==> config.mk <==
export PLATFORM = sky130hd
export DESIGN_NAME = reset_register_initializer
export DESIGN_NICKNAME = d
export VERILOG_FILES = /design/src/reset_init_pkg.sv /design/src/reset_register_initializer.sv
export SDC_FILE = /design/constraint.sdc
export NUM_CORES = 2
export LEC_CHECK = 0
export BUFFER_PORTS_ARGS = -buffer_cell sky130_fd_sc_hd__buf_2
export CAP_MARGIN = 20
export CORE_MARGIN = 10
export CORE_UTILIZATION = 40
export CTS_BUF_LIST = sky130_fd_sc_hd__clkbuf_8
export CTS_CLUSTER_SIZE = 10
export DETAILED_ROUTE_END_ITERATION = 8
export MAX_ROUTING_LAYER = met4
export PLACE_DENSITY = 0.51
export SYNTH_ARGS = -nofsm -noshare
export SYNTH_HDL_FRONTEND = slang
export SYNTH_SLANG_ARGS = --single-unit
==> constraint.sdc <==
create_clock -name mclk_i -period 12.6 [get_ports mclk_i]
set_input_delay 0.63 -clock mclk_i [delete_from_list [all_inputs] [get_ports mclk_i]]
set_output_delay 0.63 -clock mclk_i [all_outputs]
set_load 0.005 [all_outputs]
==> src/reset_init_pkg.sv <==
// Package: register offsets, reset values and bus carriers for reset init
package reset_init_pkg;

    localparam logic [31:0] RV_PC       = 32'hfffffff0;
    localparam logic [31:0] RV_GPR0     = 32'h00000000;
    localparam logic [31:0] RV_STAT_WORD = 32'h00008000;
    localparam logic [31:0] RV_TASK_CTL  = 32'h000000e0;
    localparam logic [15:0] RV_FATAL    = 16'h0000;
    localparam logic [15:0] RV_EXC      = 16'hfff0;
    localparam logic [15:0] RV_PDIR     = 16'h03ff;
    localparam logic [15:0] RV_PFSEL    = 16'h0000;
    localparam logic [7:0]  RV_BCTS     = 8'h01;
    localparam logic [7:0]  RV_WAIT     = 8'h77;
    localparam logic [7:0]  RV_DRAM     = 8'h81;
    localparam logic [7:0]  RV_REFR     = 8'h80;
    localparam logic [7:0]  RV_PROM     = 8'h80;
    localparam logic [15:0] RV_DMACTL   = 16'h0000;
    localparam logic [15:0] RV_TUM      = 16'h0a00;
    localparam logic [7:0]  RV_TOC      = 8'h03;
    localparam logic [7:0]  RV_TZERO    = 8'h00;
    localparam logic [7:0]  RV_SZERO    = 8'h00;
    localparam logic [15:0] RV_IMASK    = 16'hffff;
    localparam logic [15:0] RV_IZERO    = 16'h0000;
    localparam logic [7:0]  RV_IPRIO    = 8'he4;
    localparam logic [7:0]  RV_WDT      = 8'h00;
    localparam logic [7:0]  RV_CLK      = 8'h03;
    localparam logic [7:0]  RV_STBY     = 8'h00;

    localparam int NUM_REGS     = 48;
    localparam int HOLD_CYCLES  = 4;
    localparam int FETCH_CYCLES = 30;

    // Word index of each register; byte address is index times four
    localparam logic [5:0] IX_PC     = 6'h00;
    localparam logic [5:0] IX_GPR0   = 6'h01;
    localparam logic [5:0] IX_STAT_WORD = 6'h02;
    localparam logic [5:0] IX_TASK_CTL  = 6'h03;
    localparam logic [5:0] IX_FATAL  = 6'h04;
    localparam logic [5:0] IX_EXC    = 6'h05;
    localparam logic [5:0] IX_PDIR   = 6'h06;
    localparam logic [5:0] IX_PFSEL  = 6'h07;
    localparam logic [5:0] IX_BCTS   = 6'h08;
    localparam logic [5:0] IX_WAITA  = 6'h09;
    localparam logic [5:0] IX_WAITB  = 6'h0a;
    localparam logic [5:0] IX_WAITC  = 6'h0b;
    localparam logic [5:0] IX_DRAM   = 6'h0c;
    localparam logic [5:0] IX_REFR   = 6'h0d;
    localparam logic [5:0] IX_PROM   = 6'h0e;
    localparam logic [5:0] IX_DMAA   = 6'h0f;
    localparam logic [5:0] IX_DMAB   = 6'h10;
    localparam logic [5:0] IX_TUM    = 6'h11;
    localparam logic [5:0] IX_TOC    = 6'h12;
    localparam logic [5:0] IX_TMCA   = 6'h13;
    localparam logic [5:0] IX_TMCB   = 6'h14;
    localparam logic [5:0] IX_TOVF   = 6'h15;
    localparam logic [5:0] IX_TMA    = 6'h16;
    localparam logic [5:0] IX_TMB    = 6'h17;
    localparam logic [5:0] IX_UMODE  = 6'h18;
    localparam logic [5:0] IX_USTAT  = 6'h19;
    localparam logic [5:0] IX_SMODE  = 6'h1a;
    localparam logic [5:0] IX_BAUD_PRE = 6'h1b;
    localparam logic [5:0] IX_IMASK  = 6'h1c;
    localparam logic [5:0] IX_IREQ   = 6'h1d;
    localparam logic [5:0] IX_ICLR   = 6'h1e;
    localparam logic [5:0] IX_IPRIO  = 6'h1f;
    localparam logic [5:0] IX_WDT    = 6'h20;
    localparam logic [5:0] IX_CLK    = 6'h21;
    localparam logic [5:0] IX_STBY   = 6'h22;
    // 0x23..0x2e: registers without a reset value
    localparam logic [5:0] IX_UNDEF0 = 6'h23;
    localparam logic [5:0] IX_STATUS = 6'h2f;

    typedef struct packed {
        logic        psel;
        logic        penable;
        logic        pwrite;
        logic [7:0]  paddr;
        logic [31:0] pwdata;
    } apb_req_s;

    typedef struct packed {
        logic        pready;
        logic        pslverr;
        logic [31:0] prdata;
    } apb_rsp_s;

endpackage : reset_init_pkg

==> src/reset_register_initializer.sv <==
// Reset-value register bank with APB access and reset sequencing
//
// The APB register port and the register offsets were chosen for this implementation.
`timescale 1ns/1ps
module reset_register_initializer #(
    parameter int HOLD_CYC  = reset_init_pkg::HOLD_CYCLES,
    parameter int FETCH_CYC = reset_init_pkg::FETCH_CYCLES
) (
    input  wire logic                     mclk_i,
    input  wire logic                     rst_i,
    input  wire logic                     bus_hold_request_i,
    input  wire reset_init_pkg::apb_req_s apb_req_i,
    output      reset_init_pkg::apb_rsp_s apb_rsp_o,
    output      logic                     int_reset_o,
    output      logic                     fetch_start_o
);

    typedef enum logic [1:0] {
        ST_IN_RESET,
        ST_STRETCH,
        ST_RUN
    } seq_e;

    localparam int NR = reset_init_pkg::NUM_REGS;

    logic [31:0] regs_r [NR];
    seq_e        seq_r;
    logic [5:0]  low_cnt_r;
    logic [3:0]  hold_cnt_r;
    logic        fetch_done_r;
    logic        int_reset_r;
    logic        fetch_r;
    logic        pready_r;
    logic        pslverr_r;
    logic [31:0] prdata_r;
    logic        acc;
    logic [5:0]  idx;
    logic        mapped;
    logic        commit;

    // Reset value for registers that have one
    function automatic logic [32:0] reset_val(input logic [5:0] i);
        case (i)
            reset_init_pkg::IX_PC:
                reset_val = {1'b1, reset_init_pkg::RV_PC};
            reset_init_pkg::IX_GPR0:
                reset_val = {1'b1, reset_init_pkg::RV_GPR0};
            reset_init_pkg::IX_STAT_WORD:
                reset_val = {1'b1, reset_init_pkg::RV_STAT_WORD};
            reset_init_pkg::IX_TASK_CTL:
                reset_val = {1'b1, reset_init_pkg::RV_TASK_CTL};
            reset_init_pkg::IX_FATAL:
                reset_val = {17'h10000, reset_init_pkg::RV_FATAL};
            reset_init_pkg::IX_EXC:
                reset_val = {17'h10000, reset_init_pkg::RV_EXC};
            reset_init_pkg::IX_PDIR:
                reset_val = {17'h10000, reset_init_pkg::RV_PDIR};
            reset_init_pkg::IX_PFSEL:
                reset_val = {17'h10000, reset_init_pkg::RV_PFSEL};
            reset_init_pkg::IX_BCTS:
                reset_val = {25'h1000000, reset_init_pkg::RV_BCTS};
            reset_init_pkg::IX_WAITA,
            reset_init_pkg::IX_WAITB,
            reset_init_pkg::IX_WAITC:
                reset_val = {25'h1000000, reset_init_pkg::RV_WAIT};
            reset_init_pkg::IX_DRAM:
                reset_val = {25'h1000000, reset_init_pkg::RV_DRAM};
            reset_init_pkg::IX_REFR:
                reset_val = {25'h1000000, reset_init_pkg::RV_REFR};
            reset_init_pkg::IX_PROM:
                reset_val = {25'h1000000, reset_init_pkg::RV_PROM};
            reset_init_pkg::IX_DMAA,
            reset_init_pkg::IX_DMAB:
                reset_val = {17'h10000, reset_init_pkg::RV_DMACTL};
            reset_init_pkg::IX_TUM:
                reset_val = {17'h10000, reset_init_pkg::RV_TUM};
            reset_init_pkg::IX_TOC:
                reset_val = {25'h1000000, reset_init_pkg::RV_TOC};
            reset_init_pkg::IX_TMCA,
            reset_init_pkg::IX_TMCB,
            reset_init_pkg::IX_TOVF,
            reset_init_pkg::IX_TMA,
            reset_init_pkg::IX_TMB:
                reset_val = {25'h1000000, reset_init_pkg::RV_TZERO};
            reset_init_pkg::IX_UMODE,
            reset_init_pkg::IX_USTAT,
            reset_init_pkg::IX_SMODE,
            reset_init_pkg::IX_BAUD_PRE:
                reset_val = {25'h1000000, reset_init_pkg::RV_SZERO};
            reset_init_pkg::IX_IMASK:
                reset_val = {17'h10000, reset_init_pkg::RV_IMASK};
            reset_init_pkg::IX_IREQ,
            reset_init_pkg::IX_ICLR:
                reset_val = {17'h10000, reset_init_pkg::RV_IZERO};
            reset_init_pkg::IX_IPRIO:
                reset_val = {25'h1000000, reset_init_pkg::RV_IPRIO};
            reset_init_pkg::IX_WDT:
                reset_val = {25'h1000000, reset_init_pkg::RV_WDT};
            reset_init_pkg::IX_CLK:
                reset_val = {25'h1000000, reset_init_pkg::RV_CLK};
            reset_init_pkg::IX_STBY:
                reset_val = {25'h1000000, reset_init_pkg::RV_STBY};
            default:
                reset_val = 33'h000000000;
        endcase
    endfunction : reset_val

    assign acc    = apb_req_i.psel && apb_req_i.penable && !pready_r;
    assign idx    = apb_req_i.paddr[7:2];
    // Writes land at the edge where pready is seen high
    assign commit = apb_req_i.psel && apb_req_i.penable && pready_r
                 && apb_req_i.pwrite;
    assign mapped = (idx < reset_init_pkg::IX_STATUS)
                 || (idx == reset_init_pkg::IX_STATUS);

    // Reset sequencer
    always_ff @(posedge mclk_i) begin
        if (rst_i) begin
            seq_r      <= ST_IN_RESET;
            hold_cnt_r <= 4'h0;
        end else begin
            case (seq_r)
                ST_IN_RESET: begin
                    seq_r      <= ST_STRETCH;
                    hold_cnt_r <= 4'h1;
                end
                ST_STRETCH: begin
                    if (32'(hold_cnt_r) >= HOLD_CYC) begin
                        seq_r <= ST_RUN;
                    end else begin
                        hold_cnt_r <= hold_cnt_r + 4'h1;
                    end
                end
                ST_RUN:  seq_r <= ST_RUN;
                default: seq_r <= ST_IN_RESET;
            endcase
        end
    end

    // Internal reset stays high through the stretch
    always_ff @(posedge mclk_i) begin
        if (rst_i) begin
            int_reset_r <= 1'b1;
        end else begin
            int_reset_r <= (seq_r != ST_RUN)
                && !(seq_r == ST_STRETCH
                     && 32'(hold_cnt_r) >= HOLD_CYC);
        end
    end

    // Count cycles with rst_i high, then fetch once with no hold
    always_ff @(posedge mclk_i) begin
        if (rst_i) begin
            if (32'(low_cnt_r) < FETCH_CYC) begin
                low_cnt_r <= low_cnt_r + 6'h01;
            end
            fetch_r <= 1'b0;
            if (32'(low_cnt_r) + 1 >= FETCH_CYC && !fetch_done_r
                && !bus_hold_request_i) begin
                fetch_r      <= 1'b1;
                fetch_done_r <= 1'b1;
            end
        end else begin
            low_cnt_r    <= 6'h00;
            fetch_done_r <= 1'b0;
            fetch_r      <= 1'b0;
        end
    end

    // Register bank: defined registers load, others keep contents
    always_ff @(posedge mclk_i) begin
        for (int i = 0; i < NR; i++) begin
            logic [32:0] rv;
            rv = reset_val(6'(i));
            if (rst_i) begin
                if (rv[32]) begin
                    regs_r[i] <= rv[31:0];
                end
            end else if (commit && idx == 6'(i)
                         && idx != reset_init_pkg::IX_GPR0
                         && idx != reset_init_pkg::IX_STATUS) begin
                regs_r[i] <= apb_req_i.pwdata;
            end
        end
    end

    // APB slave, one wait state
    always_ff @(posedge mclk_i) begin
        if (rst_i) begin
            pready_r  <= 1'b0;
            pslverr_r <= 1'b0;
            prdata_r  <= 32'h00000000;
        end else begin
            pready_r  <= acc;
            pslverr_r <= acc && !mapped;
            if (acc && !apb_req_i.pwrite) begin
                if (!mapped) begin
                    prdata_r <= 32'h00000000;
                end else if (idx == reset_init_pkg::IX_STATUS) begin
                    prdata_r <= {28'h0000000, fetch_done_r, int_reset_r,
                                 seq_r};
                end else if (idx == reset_init_pkg::IX_GPR0) begin
                    prdata_r <= 32'h00000000;
                end else begin
                    prdata_r <= regs_r[idx];
                end
            end else begin
                prdata_r <= 32'h00000000;
            end
        end
    end

    assign apb_rsp_o.pready  = pready_r;
    assign apb_rsp_o.pslverr = pslverr_r;
    assign apb_rsp_o.prdata  = prdata_r;
    assign int_reset_o       = int_reset_r;
    assign fetch_start_o     = fetch_r;

    a_stat_word_reset: assert property (@(posedge mclk_i)
        $fell(rst_i) |->
            regs_r[reset_init_pkg::IX_STAT_WORD] == 32'h00008000)
        else $error("status word reset value wrong");
    a_task_ctl_reset: assert property (@(posedge mclk_i)
        $fell(rst_i) |->
            regs_r[reset_init_pkg::IX_TASK_CTL] == 32'h000000e0)
        else $error("task control reset value wrong");
    a_exc_codes: assert property (@(posedge mclk_i)
        $fell(rst_i) |-> regs_r[reset_init_pkg::IX_FATAL] == 32'h0
            && regs_r[reset_init_pkg::IX_EXC] == 32'h0000fff0)
        else $error("exception code reset wrong");
    a_undef_keep: assert property (@(posedge mclk_i)
        rst_i && $past(rst_i) && !$past(rst_i, 2) |->
            regs_r[reset_init_pkg::IX_UNDEF0]
            == $past(regs_r[reset_init_pkg::IX_UNDEF0]))
        else $error("undefined register changed in reset");
    a_saved_keep: assert property (@(posedge mclk_i)
        rst_i && $past(rst_i) && !$past(rst_i, 2) |->
            regs_r[6'h2e] == $past(regs_r[6'h2e]))
        else $error("saved register changed in reset");
    a_port_reset: assert property (@(posedge mclk_i)
        $fell(rst_i) |-> regs_r[reset_init_pkg::IX_PDIR] == 32'h000003ff)
        else $error("port direction reset wrong");
    a_pfsel_reset: assert property (@(posedge mclk_i)
        $fell(rst_i) |-> regs_r[reset_init_pkg::IX_PFSEL] == 32'h00000000)
        else $error("port function select reset wrong");
    a_bus_type_reset: assert property (@(posedge mclk_i)
        $fell(rst_i) |-> regs_r[reset_init_pkg::IX_BCTS] == 32'h00000001)
        else $error("bus type reset wrong");
    a_wait_reset: assert property (@(posedge mclk_i)
        $fell(rst_i) |-> regs_r[reset_init_pkg::IX_WAITA] == 32'h00000077
            && regs_r[reset_init_pkg::IX_WAITB] == 32'h00000077
            && regs_r[reset_init_pkg::IX_WAITC] == 32'h00000077)
        else $error("wait state reset wrong");
    a_dram_reset: assert property (@(posedge mclk_i)
        $fell(rst_i) |-> regs_r[reset_init_pkg::IX_DRAM] == 32'h00000081
            && regs_r[reset_init_pkg::IX_REFR] == 32'h00000080
            && regs_r[reset_init_pkg::IX_PROM] == 32'h00000080)
        else $error("memory config reset wrong");
    a_dma_reset: assert property (@(posedge mclk_i)
        $fell(rst_i) |-> regs_r[reset_init_pkg::IX_DMAA] == 32'h00000000
            && regs_r[reset_init_pkg::IX_DMAB] == 32'h00000000)
        else $error("dma control reset wrong");
    a_timer_reset: assert property (@(posedge mclk_i)
        $fell(rst_i) |-> regs_r[reset_init_pkg::IX_TUM] == 32'h00000a00
            && regs_r[reset_init_pkg::IX_TOC] == 32'h00000003)
        else $error("timer mode reset wrong");
    a_timer_zero: assert property (@(posedge mclk_i)
        $fell(rst_i) |-> regs_r[reset_init_pkg::IX_TMCA] == 32'h00000000
            && regs_r[reset_init_pkg::IX_TMCB] == 32'h00000000
            && regs_r[reset_init_pkg::IX_TOVF] == 32'h00000000
            && regs_r[reset_init_pkg::IX_TMA] == 32'h00000000
            && regs_r[reset_init_pkg::IX_TMB] == 32'h00000000)
        else $error("timer registers not cleared");
    a_serial_reset: assert property (@(posedge mclk_i)
        $fell(rst_i) |-> regs_r[reset_init_pkg::IX_UMODE] == 32'h00000000
            && regs_r[reset_init_pkg::IX_USTAT] == 32'h00000000
            && regs_r[reset_init_pkg::IX_SMODE] == 32'h00000000
            && regs_r[reset_init_pkg::IX_BAUD_PRE] == 32'h00000000)
        else $error("serial registers not cleared");
    a_irq_reset: assert property (@(posedge mclk_i)
        $fell(rst_i) |-> regs_r[reset_init_pkg::IX_IREQ] == 32'h00000000
            && regs_r[reset_init_pkg::IX_ICLR] == 32'h00000000
            && regs_r[reset_init_pkg::IX_IPRIO] == 32'h000000e4)
        else $error("irq registers reset wrong");
    a_wdt_reset: assert property (@(posedge mclk_i)
        $fell(rst_i) |-> regs_r[reset_init_pkg::IX_WDT] == 32'h00000000)
        else $error("watchdog mode reset wrong");
    a_stby_reset: assert property (@(posedge mclk_i)
        $fell(rst_i) |-> regs_r[reset_init_pkg::IX_STBY] == 32'h00000000)
        else $error("standby control reset wrong");
    a_ready_pulse: assert property (@(posedge mclk_i)
        pready_r |=> !pready_r)
        else $error("ready held longer than one cycle");
    a_err_unmapped: assert property (@(posedge mclk_i)
        acc && !mapped |=> pslverr_r && prdata_r == 32'h00000000)
        else $error("unmapped access not refused");
    a_rsp_reset: assert property (@(posedge mclk_i)
        rst_i |=> !pready_r && !pslverr_r)
        else $error("response active in reset");
    a_gpr0_read: assert property (@(posedge mclk_i)
        acc && !apb_req_i.pwrite && idx == reset_init_pkg::IX_GPR0
        |=> prdata_r == 32'h00000000)
        else $error("register zero read not zero");
    a_run_released: assert property (@(posedge mclk_i)
        seq_r == ST_RUN |-> !int_reset_o)
        else $error("internal reset high in run");
    a_fetch_once: assert property (@(posedge mclk_i)
        fetch_start_o |=> !fetch_start_o)
        else $error("fetch start longer than one cycle");
    a_imask_reset: assert property (@(posedge mclk_i)
        $fell(rst_i) |-> regs_r[reset_init_pkg::IX_IMASK] == 32'h0000ffff)
        else $error("irq mask reset wrong");
    a_clk_reset: assert property (@(posedge mclk_i)
        $fell(rst_i) |-> regs_r[reset_init_pkg::IX_CLK] == 32'h00000003)
        else $error("clock control reset wrong");
    a_stretch_len: assert property (@(posedge mclk_i)
        $fell(rst_i) |-> int_reset_o [*4])
        else $error("internal reset released early");
    a_pc_vector: assert property (@(posedge mclk_i)
        $fell(rst_i) |-> regs_r[reset_init_pkg::IX_PC] == 32'hfffffff0)
        else $error("pc reset vector wrong");
    a_fetch_hold: assert property (@(posedge mclk_i)
        fetch_start_o |-> !$past(bus_hold_request_i) && $past(rst_i))
        else $error("fetch started under hold");

    c_long_reset: cover property (@(posedge mclk_i) fetch_start_o);
    c_release: cover property (@(posedge mclk_i) $fell(int_reset_o));
    c_write: cover property (@(posedge mclk_i)
        acc && apb_req_i.pwrite ##1 pready_r);
    c_fetch_held: cover property (@(posedge mclk_i)
        bus_hold_request_i && rst_i ##1 !bus_hold_request_i ##1 fetch_r);
    c_unmapped: cover property (@(posedge mclk_i) acc && !mapped);

endmodule : reset_register_initializer

### After elaboration in Yosys (flattened, before gate mapping)

Memories as Yosys holds them, arrays and structs flattened.
Cells that the tools add are included.

| storage, ports and cells | value |
|---|---|
| memories kept | 1 |
| word-level logic and storage cells | 516 |
| memory bits (writable) | 1536 |
| bits in registers | 49 |
| bits of input ports | 46 |
| output and inout bits | 36 |

Memories:

| memory | words | bits a word | read ports | clocked after Yosys merged registers in | wr ports | line | RTL |
|---|---|---|---|---|---|---|---|
| regs_r | 48 | 32 | 1 | 0 | 35 | reset_register_initializer.sv:26 | `logic [31:0] regs_r [NR];` |

| cells by class | value |
|---|---|
| equality and inequality tests | 54 |
| order comparisons | 4 |
| muxes and demuxes | 227 |
| bitwise logic cells | 37 |
| $add $sub $neg | 3 |
| reduce and logical (&&, ||, !) cells | 180 |

Operators with widths:

| operator | count |
|---|---|
| $mux 32 | 48 |
| $reduce_or 32->1 | 13 |
| $mux 1 | 160 |
| $logic_and 1x1->1 | 154 |
| $eq 6x5->1 const B | 16 |
| $eq 6x6->1 const B | 16 |
| $mux 6 | 13 |
| $eq 6x4->1 const B | 8 |
| $or 1x1->1 | 35 |
| $eq 6x3->1 const B | 4 |
| $eq 6x2->1 const B | 2 |
| $mux 4 | 3 |
| $pmux 4 s2 | 1 |
| $add 6x1->7 const B | 1 |
| $ge 7x5->1 const B | 1 |
| $add 6x1->6 const B | 1 |
| $eq 6x1->1 const B | 1 |
| $logic_not 1->1 | 6 |
| $logic_not 6->1 | 1 |
| $lt 6x5->1 const B | 1 |
| $lt 6x6->1 const B | 1 |
| $ne 2x2->1 const B | 3 |
| $ne 6x1->1 const B | 1 |
| $ne 6x6->1 const B | 1 |
| other kinds (13) | 14 |

### Logic depth before layout (Yosys ltp)

| depth | value |
|---|---|
| word-level depth | 23 |
| mapped depth | 9 |
| gate-level depth less buffers | 6 |

### Worst setup path after synthesis

No wires, ideal clock.

| timing path | value |
|---|---|
| path kind | input-to-reg |
| start point | input apb_req_i[37] (netlist name) |
| end point | memory regs_r[21][0] (enable) |
| library setup time | 466 ps |
| required time | 12134 ps |
| slack | 8114 ps |
| stages on the path | 7 |
| arrival time | 4021 ps |
| buffers on the path | 4 |
| cells stage by stage | buf_2 nor2b_1 clkbuf_2 buf_1 nand2_1 clkbuf_1 o21ai_0 |

RTL lines:

| element | line | RTL |
|---|---|---|
| start, declared | reset_register_initializer.sv:12 | `input wire reset_init_pkg::apb_req_s apb_req_i,` |
| end, declared | reset_register_initializer.sv:26 |  |

### Final worst setup path

| timing path | value |
|---|---|
| start point | input apb_req_i[35] (netlist name) |
| end point | register prdata_r[21] |

| on the way | value |
|---|---|
| word-level cells in the longest chain between the ends | 4 |
| elaborated cells between the ends (all ways) | 7 |
| classes of those cells | order compare: 1; eq/ne: 2; bitwise: 1; reduce/logical: 2; memory: 1 |

RTL lines:

| element | line | RTL |
|---|---|---|
| $lt 6x6->1 / $eq 6x6->1 (equally long branches) | reset_register_initializer.sv:113, reset_register_initializer.sv:114, reset_register_initializer.sv:199 |  |
| $logic_or 1x1->1 | reset_register_initializer.sv:114 | `\|\| (idx == reset_init_pkg::IX_STATUS);` |
| $not 1->1 (no line) | n/a |  |
| $reduce_or 5->1 (no line) | n/a |  |
| end signal, assigned | reset_register_initializer.sv:200 | `prdata_r <= {28'h0000000, fetch_done_r, int_reset_r,` |
| end signal, assigned | reset_register_initializer.sv:205 | `prdata_r <= regs_r[idx];` |
| end, declared | reset_register_initializer.sv:35 | `logic [31:0] prdata_r;` |

Several ways; a longest one is shown, not always the timed one.
A chain may end at the register's enable or synchronous reset.

==> qor.txt <==
Synth Flop Type - edfxtp_1
Max IR drop VDD - 0.000104 V
TNS Setup - 0 ns
Max Cap Violations - 0
Post-synth ARST share - 0%
dpl ws - 6.83 ns
Reg2Reg Setup Slack - 8.31 ns
vias post-DR - 36,640
Port Buffers - 79
Post-Route M1 WL - 86.2 mm
Total Power - 10.9 mW
NumNets Final - 4,249
Post-Synthesis Cell Area - 67,400 µm²
WL/cell - 30.4 µm
clock skew - 0.0778 ns
drt drc - 0
Die Ht - 431 µm
CTS resizes - 0
Final ANT Viol Nets - 0
# rows - 150
post-synthesis sequential area ratio - 69.9%
Synth Register Bits - 1,585
Placeable Area - 167,000 µm²
Crit Reg-Reg Startpoint - pready_r
layout cells sized above 1 - 22.2%
hold path startpoint - apb_req_i[38]
RSZ-0062 raised after global routing - no
Yosys top cell area share - 68.4%
Worst path max stage delay - 0.79 ns
synth-to-layout area growth - 12.6%
mean number of vias per cell - 5.55
CTS HTree Levels - 5
final period utilization - 36.5%
largest net degree at the start of global routing - 118
outcome - finished clean
initial DRC count - 3,474
CTS max path bufs - 4
Clock transition at path regs - 0.07 ns
# IOs - 82
Slew HR - 21.1%
Setup CP Type - input port to register
initial antenna violation count - 19
Starting Density - 40.3%
reg2reg path depth - 8
root buffer cell - clkbuf_8
Worst Path Required - 13.45 ns
CP dominant cell by count - buf_4
Clock Latency Late Sink - 1.01 ns
Post-Layout Cell Count - 6,607
Max Clk Rate - 218 MHz
Pins Over Slew Limit - 0
Hold Path Class - input port to register
Post-Synthesis Cells - 4,016
# fillers - 14,624
pwr dens - 144 nW/µm²
Hold Path Stages - 2
Final Core Density - 45.3%
Arrival @ worst endpoint - 5.45 ns
vias in the first global route - 37,642
leakage - 26.3 nW
YS warnings - 0
Setup crit end - prdata_r[21]
DR pass1 iterations - 5
most frequent cell after synthesis - edfxtp_1
EDFF count, synth - 1,536
Hold Vio Cnt, Final - 0
most area-hungry cell type in the Yosys netlist - edfxtp_1
first-pass GRT wire length - 284 mm
crit path from - apb_req_i[35]
DR WL met3 - 12.3 mm
CP Capture Type - register
Final Worst Setup Slack - 8.00 ns
clk sinks - 1,585
Synth top cells by count - edfxtp_1 (1,536), and2_1 (988), mux4_2 (353)
Setup Buffers After CTS - 0
die area - 185,000 µm²
Slew @ Worst Pin - 1.18 ns
total CTS buffers - 287
gr ovfl total - 0
post-detail-place hpwl - 108 mm
Routed WL - 201 mm
CTS tree - done
Synth area leaders - edfxtp_1 (68%), mux4_2 (12%), and2_1 (9.2%)
CP cell instances - buf_8 -> buf_12 -> buf_4 -> buf_4 -> buf_4 -> mux4_2 -> mux4_2 -> nor2b_1 -> or3_1
# setup viols final - 0
worst-path maximum fanout - 117
number of hold buffers added after cts - 4
wire length on met2 - 95.7 mm
Period minus WS final - 4.60 ns
Syn Area/Cell - 16.8 µm²
CP startpoint kind - input port
top sig layer - met4
slowest CP cell - buf_4
Netlist cell types - 48
reg2reg end - regs_r[5][27]
die span in x - 431 µm
Placer Congestion - 0.779
Total GRT Usage - 22.0%
cell total after placement - 6,107
[area by class of cell]
type / instances / area (µm²) / share of cell area [%]
Multi-Input combinational cell: 2116 / 19600 / 25.8
Timing Repair Buffer: 199 / 1380 / 1.82
Tap cell: 2204 / 2760 / 3.63
Sequential cell: 1585 / 47100 / 62.1
Clock buffer: 313 / 4310 / 5.67
Clock inverter: 167 / 693 / 0.913
Antenna cell: 15 / 37.5 / 0.0494
Inverter: 8 / 31.3 / 0.0412
[placed cells by master (no fill, tap or decap), types with 31 or more instances in the layout]
| cell | synthesis | routed |
|---|---|---|
| and2_1 | 988 | 987 |
| buf_4 | 6 | 112 |
| dfxtp_1 | 49 | 49 |
| a21oi_1 | 105 | 105 |
| conb_1 | 1 | 64 |
| inv_1 | 8 | 110 |
| mux2i_1 | 65 | 65 |
| clkbuf_8 | 0 | 313 |
| a22oi_1 | 195 | 195 |
| edfxtp_1 | 1536 | 1536 |
| clkinv_1 | 0 | 42 |
| mux4_2 | 353 | 353 |
| or3_1 | 133 | 133 |
| o21ai_4 | 0 | 31 |
| buf_2 | 56 | 77 |
[worst min path at each step]
| stage | endpoint | slack [ns] |
|---|---|---|
| after floorplan | fetch_done_r | 0.44 |
| after global placement | hold_cnt_r[3] | 0.46 |
| after detailed placement | hold_cnt_r[3] | 0.47 |
| after CTS | pslverr_r | 0.03 |
| after global routing | pslverr_r | 0.09 |
| final | pslverr_r | 0.15 |
[metal layers]
| layer | vias up | GRT usage, % |
|---|---|---|
| met1 | 19290 | 29.5 |
| met3 | 336 | 3.59 |
| met4 | 0 | 7.69 |
| li1 | 15671 | - |
| met5 | - | - |
| met2 | 1343 | 34.1 |
[flip-flops by register name, indices dropped and copies added, names as in the netlist]
| name | count |
|---|---|
| regs_r | 1536 |
| prdata_r | 32 |
| low_cnt_r | 6 |
| hold_cnt_r | 4 |
| seq_r | 2 |
| fetch_done_r | 1 |
| fetch_start_o | 1 |
| int_reset_o | 1 |
| pready_r | 1 |
| pslverr_r | 1 |
[worst max-delay path: cells and delay by family]
kind / cells / cell delay [ns]
AND/OR/NAND/NOR: 2 / 0.64
multiplexers: 2 / 0.88
buffers and inverters: 5 / 3.04
[report_power, final]
| part | switching [mW] | internal [mW] | total, mW |
|---|---|---|---|
| clock network | 2.11 | 2.28 | 4.39 |
| registers | 0.0373 | 5.90 | 5.93 |
| logic | 0.418 | 0.206 | 0.624 |
[kinds of logic (layout without fill, tap and decap cells)]
kind of cell | count (synthesis) | after routing | synth area share (%)
XOR/XNOR | 1 | 1 | 0.0130
AND/OR/NAND/NOR | 1273 | 1273 | 11.5
multiplexers | 418 | 418 | 12.8
other | 1 | 79 | 0.00556
buffers and inverters | 378 | 687 | 2.31
AO/OA/AOI/OAI | 354 | 354 | 3.42
flip-flops | 1585 | 1585 | 69.9
adder cells (fa/ha/maj) | 6 | 6 | 0.111
[metrics by stage]
stage	hold slack [ns]	instance area [µm²]
floorplan	0.441	67700
global placement	0.456	70800
detailed placement	0.467	70800
CTS	0.0289	75900
global route	0.0895	75900
finish	0.149	75900
Power figures use the tool's default switching activity.
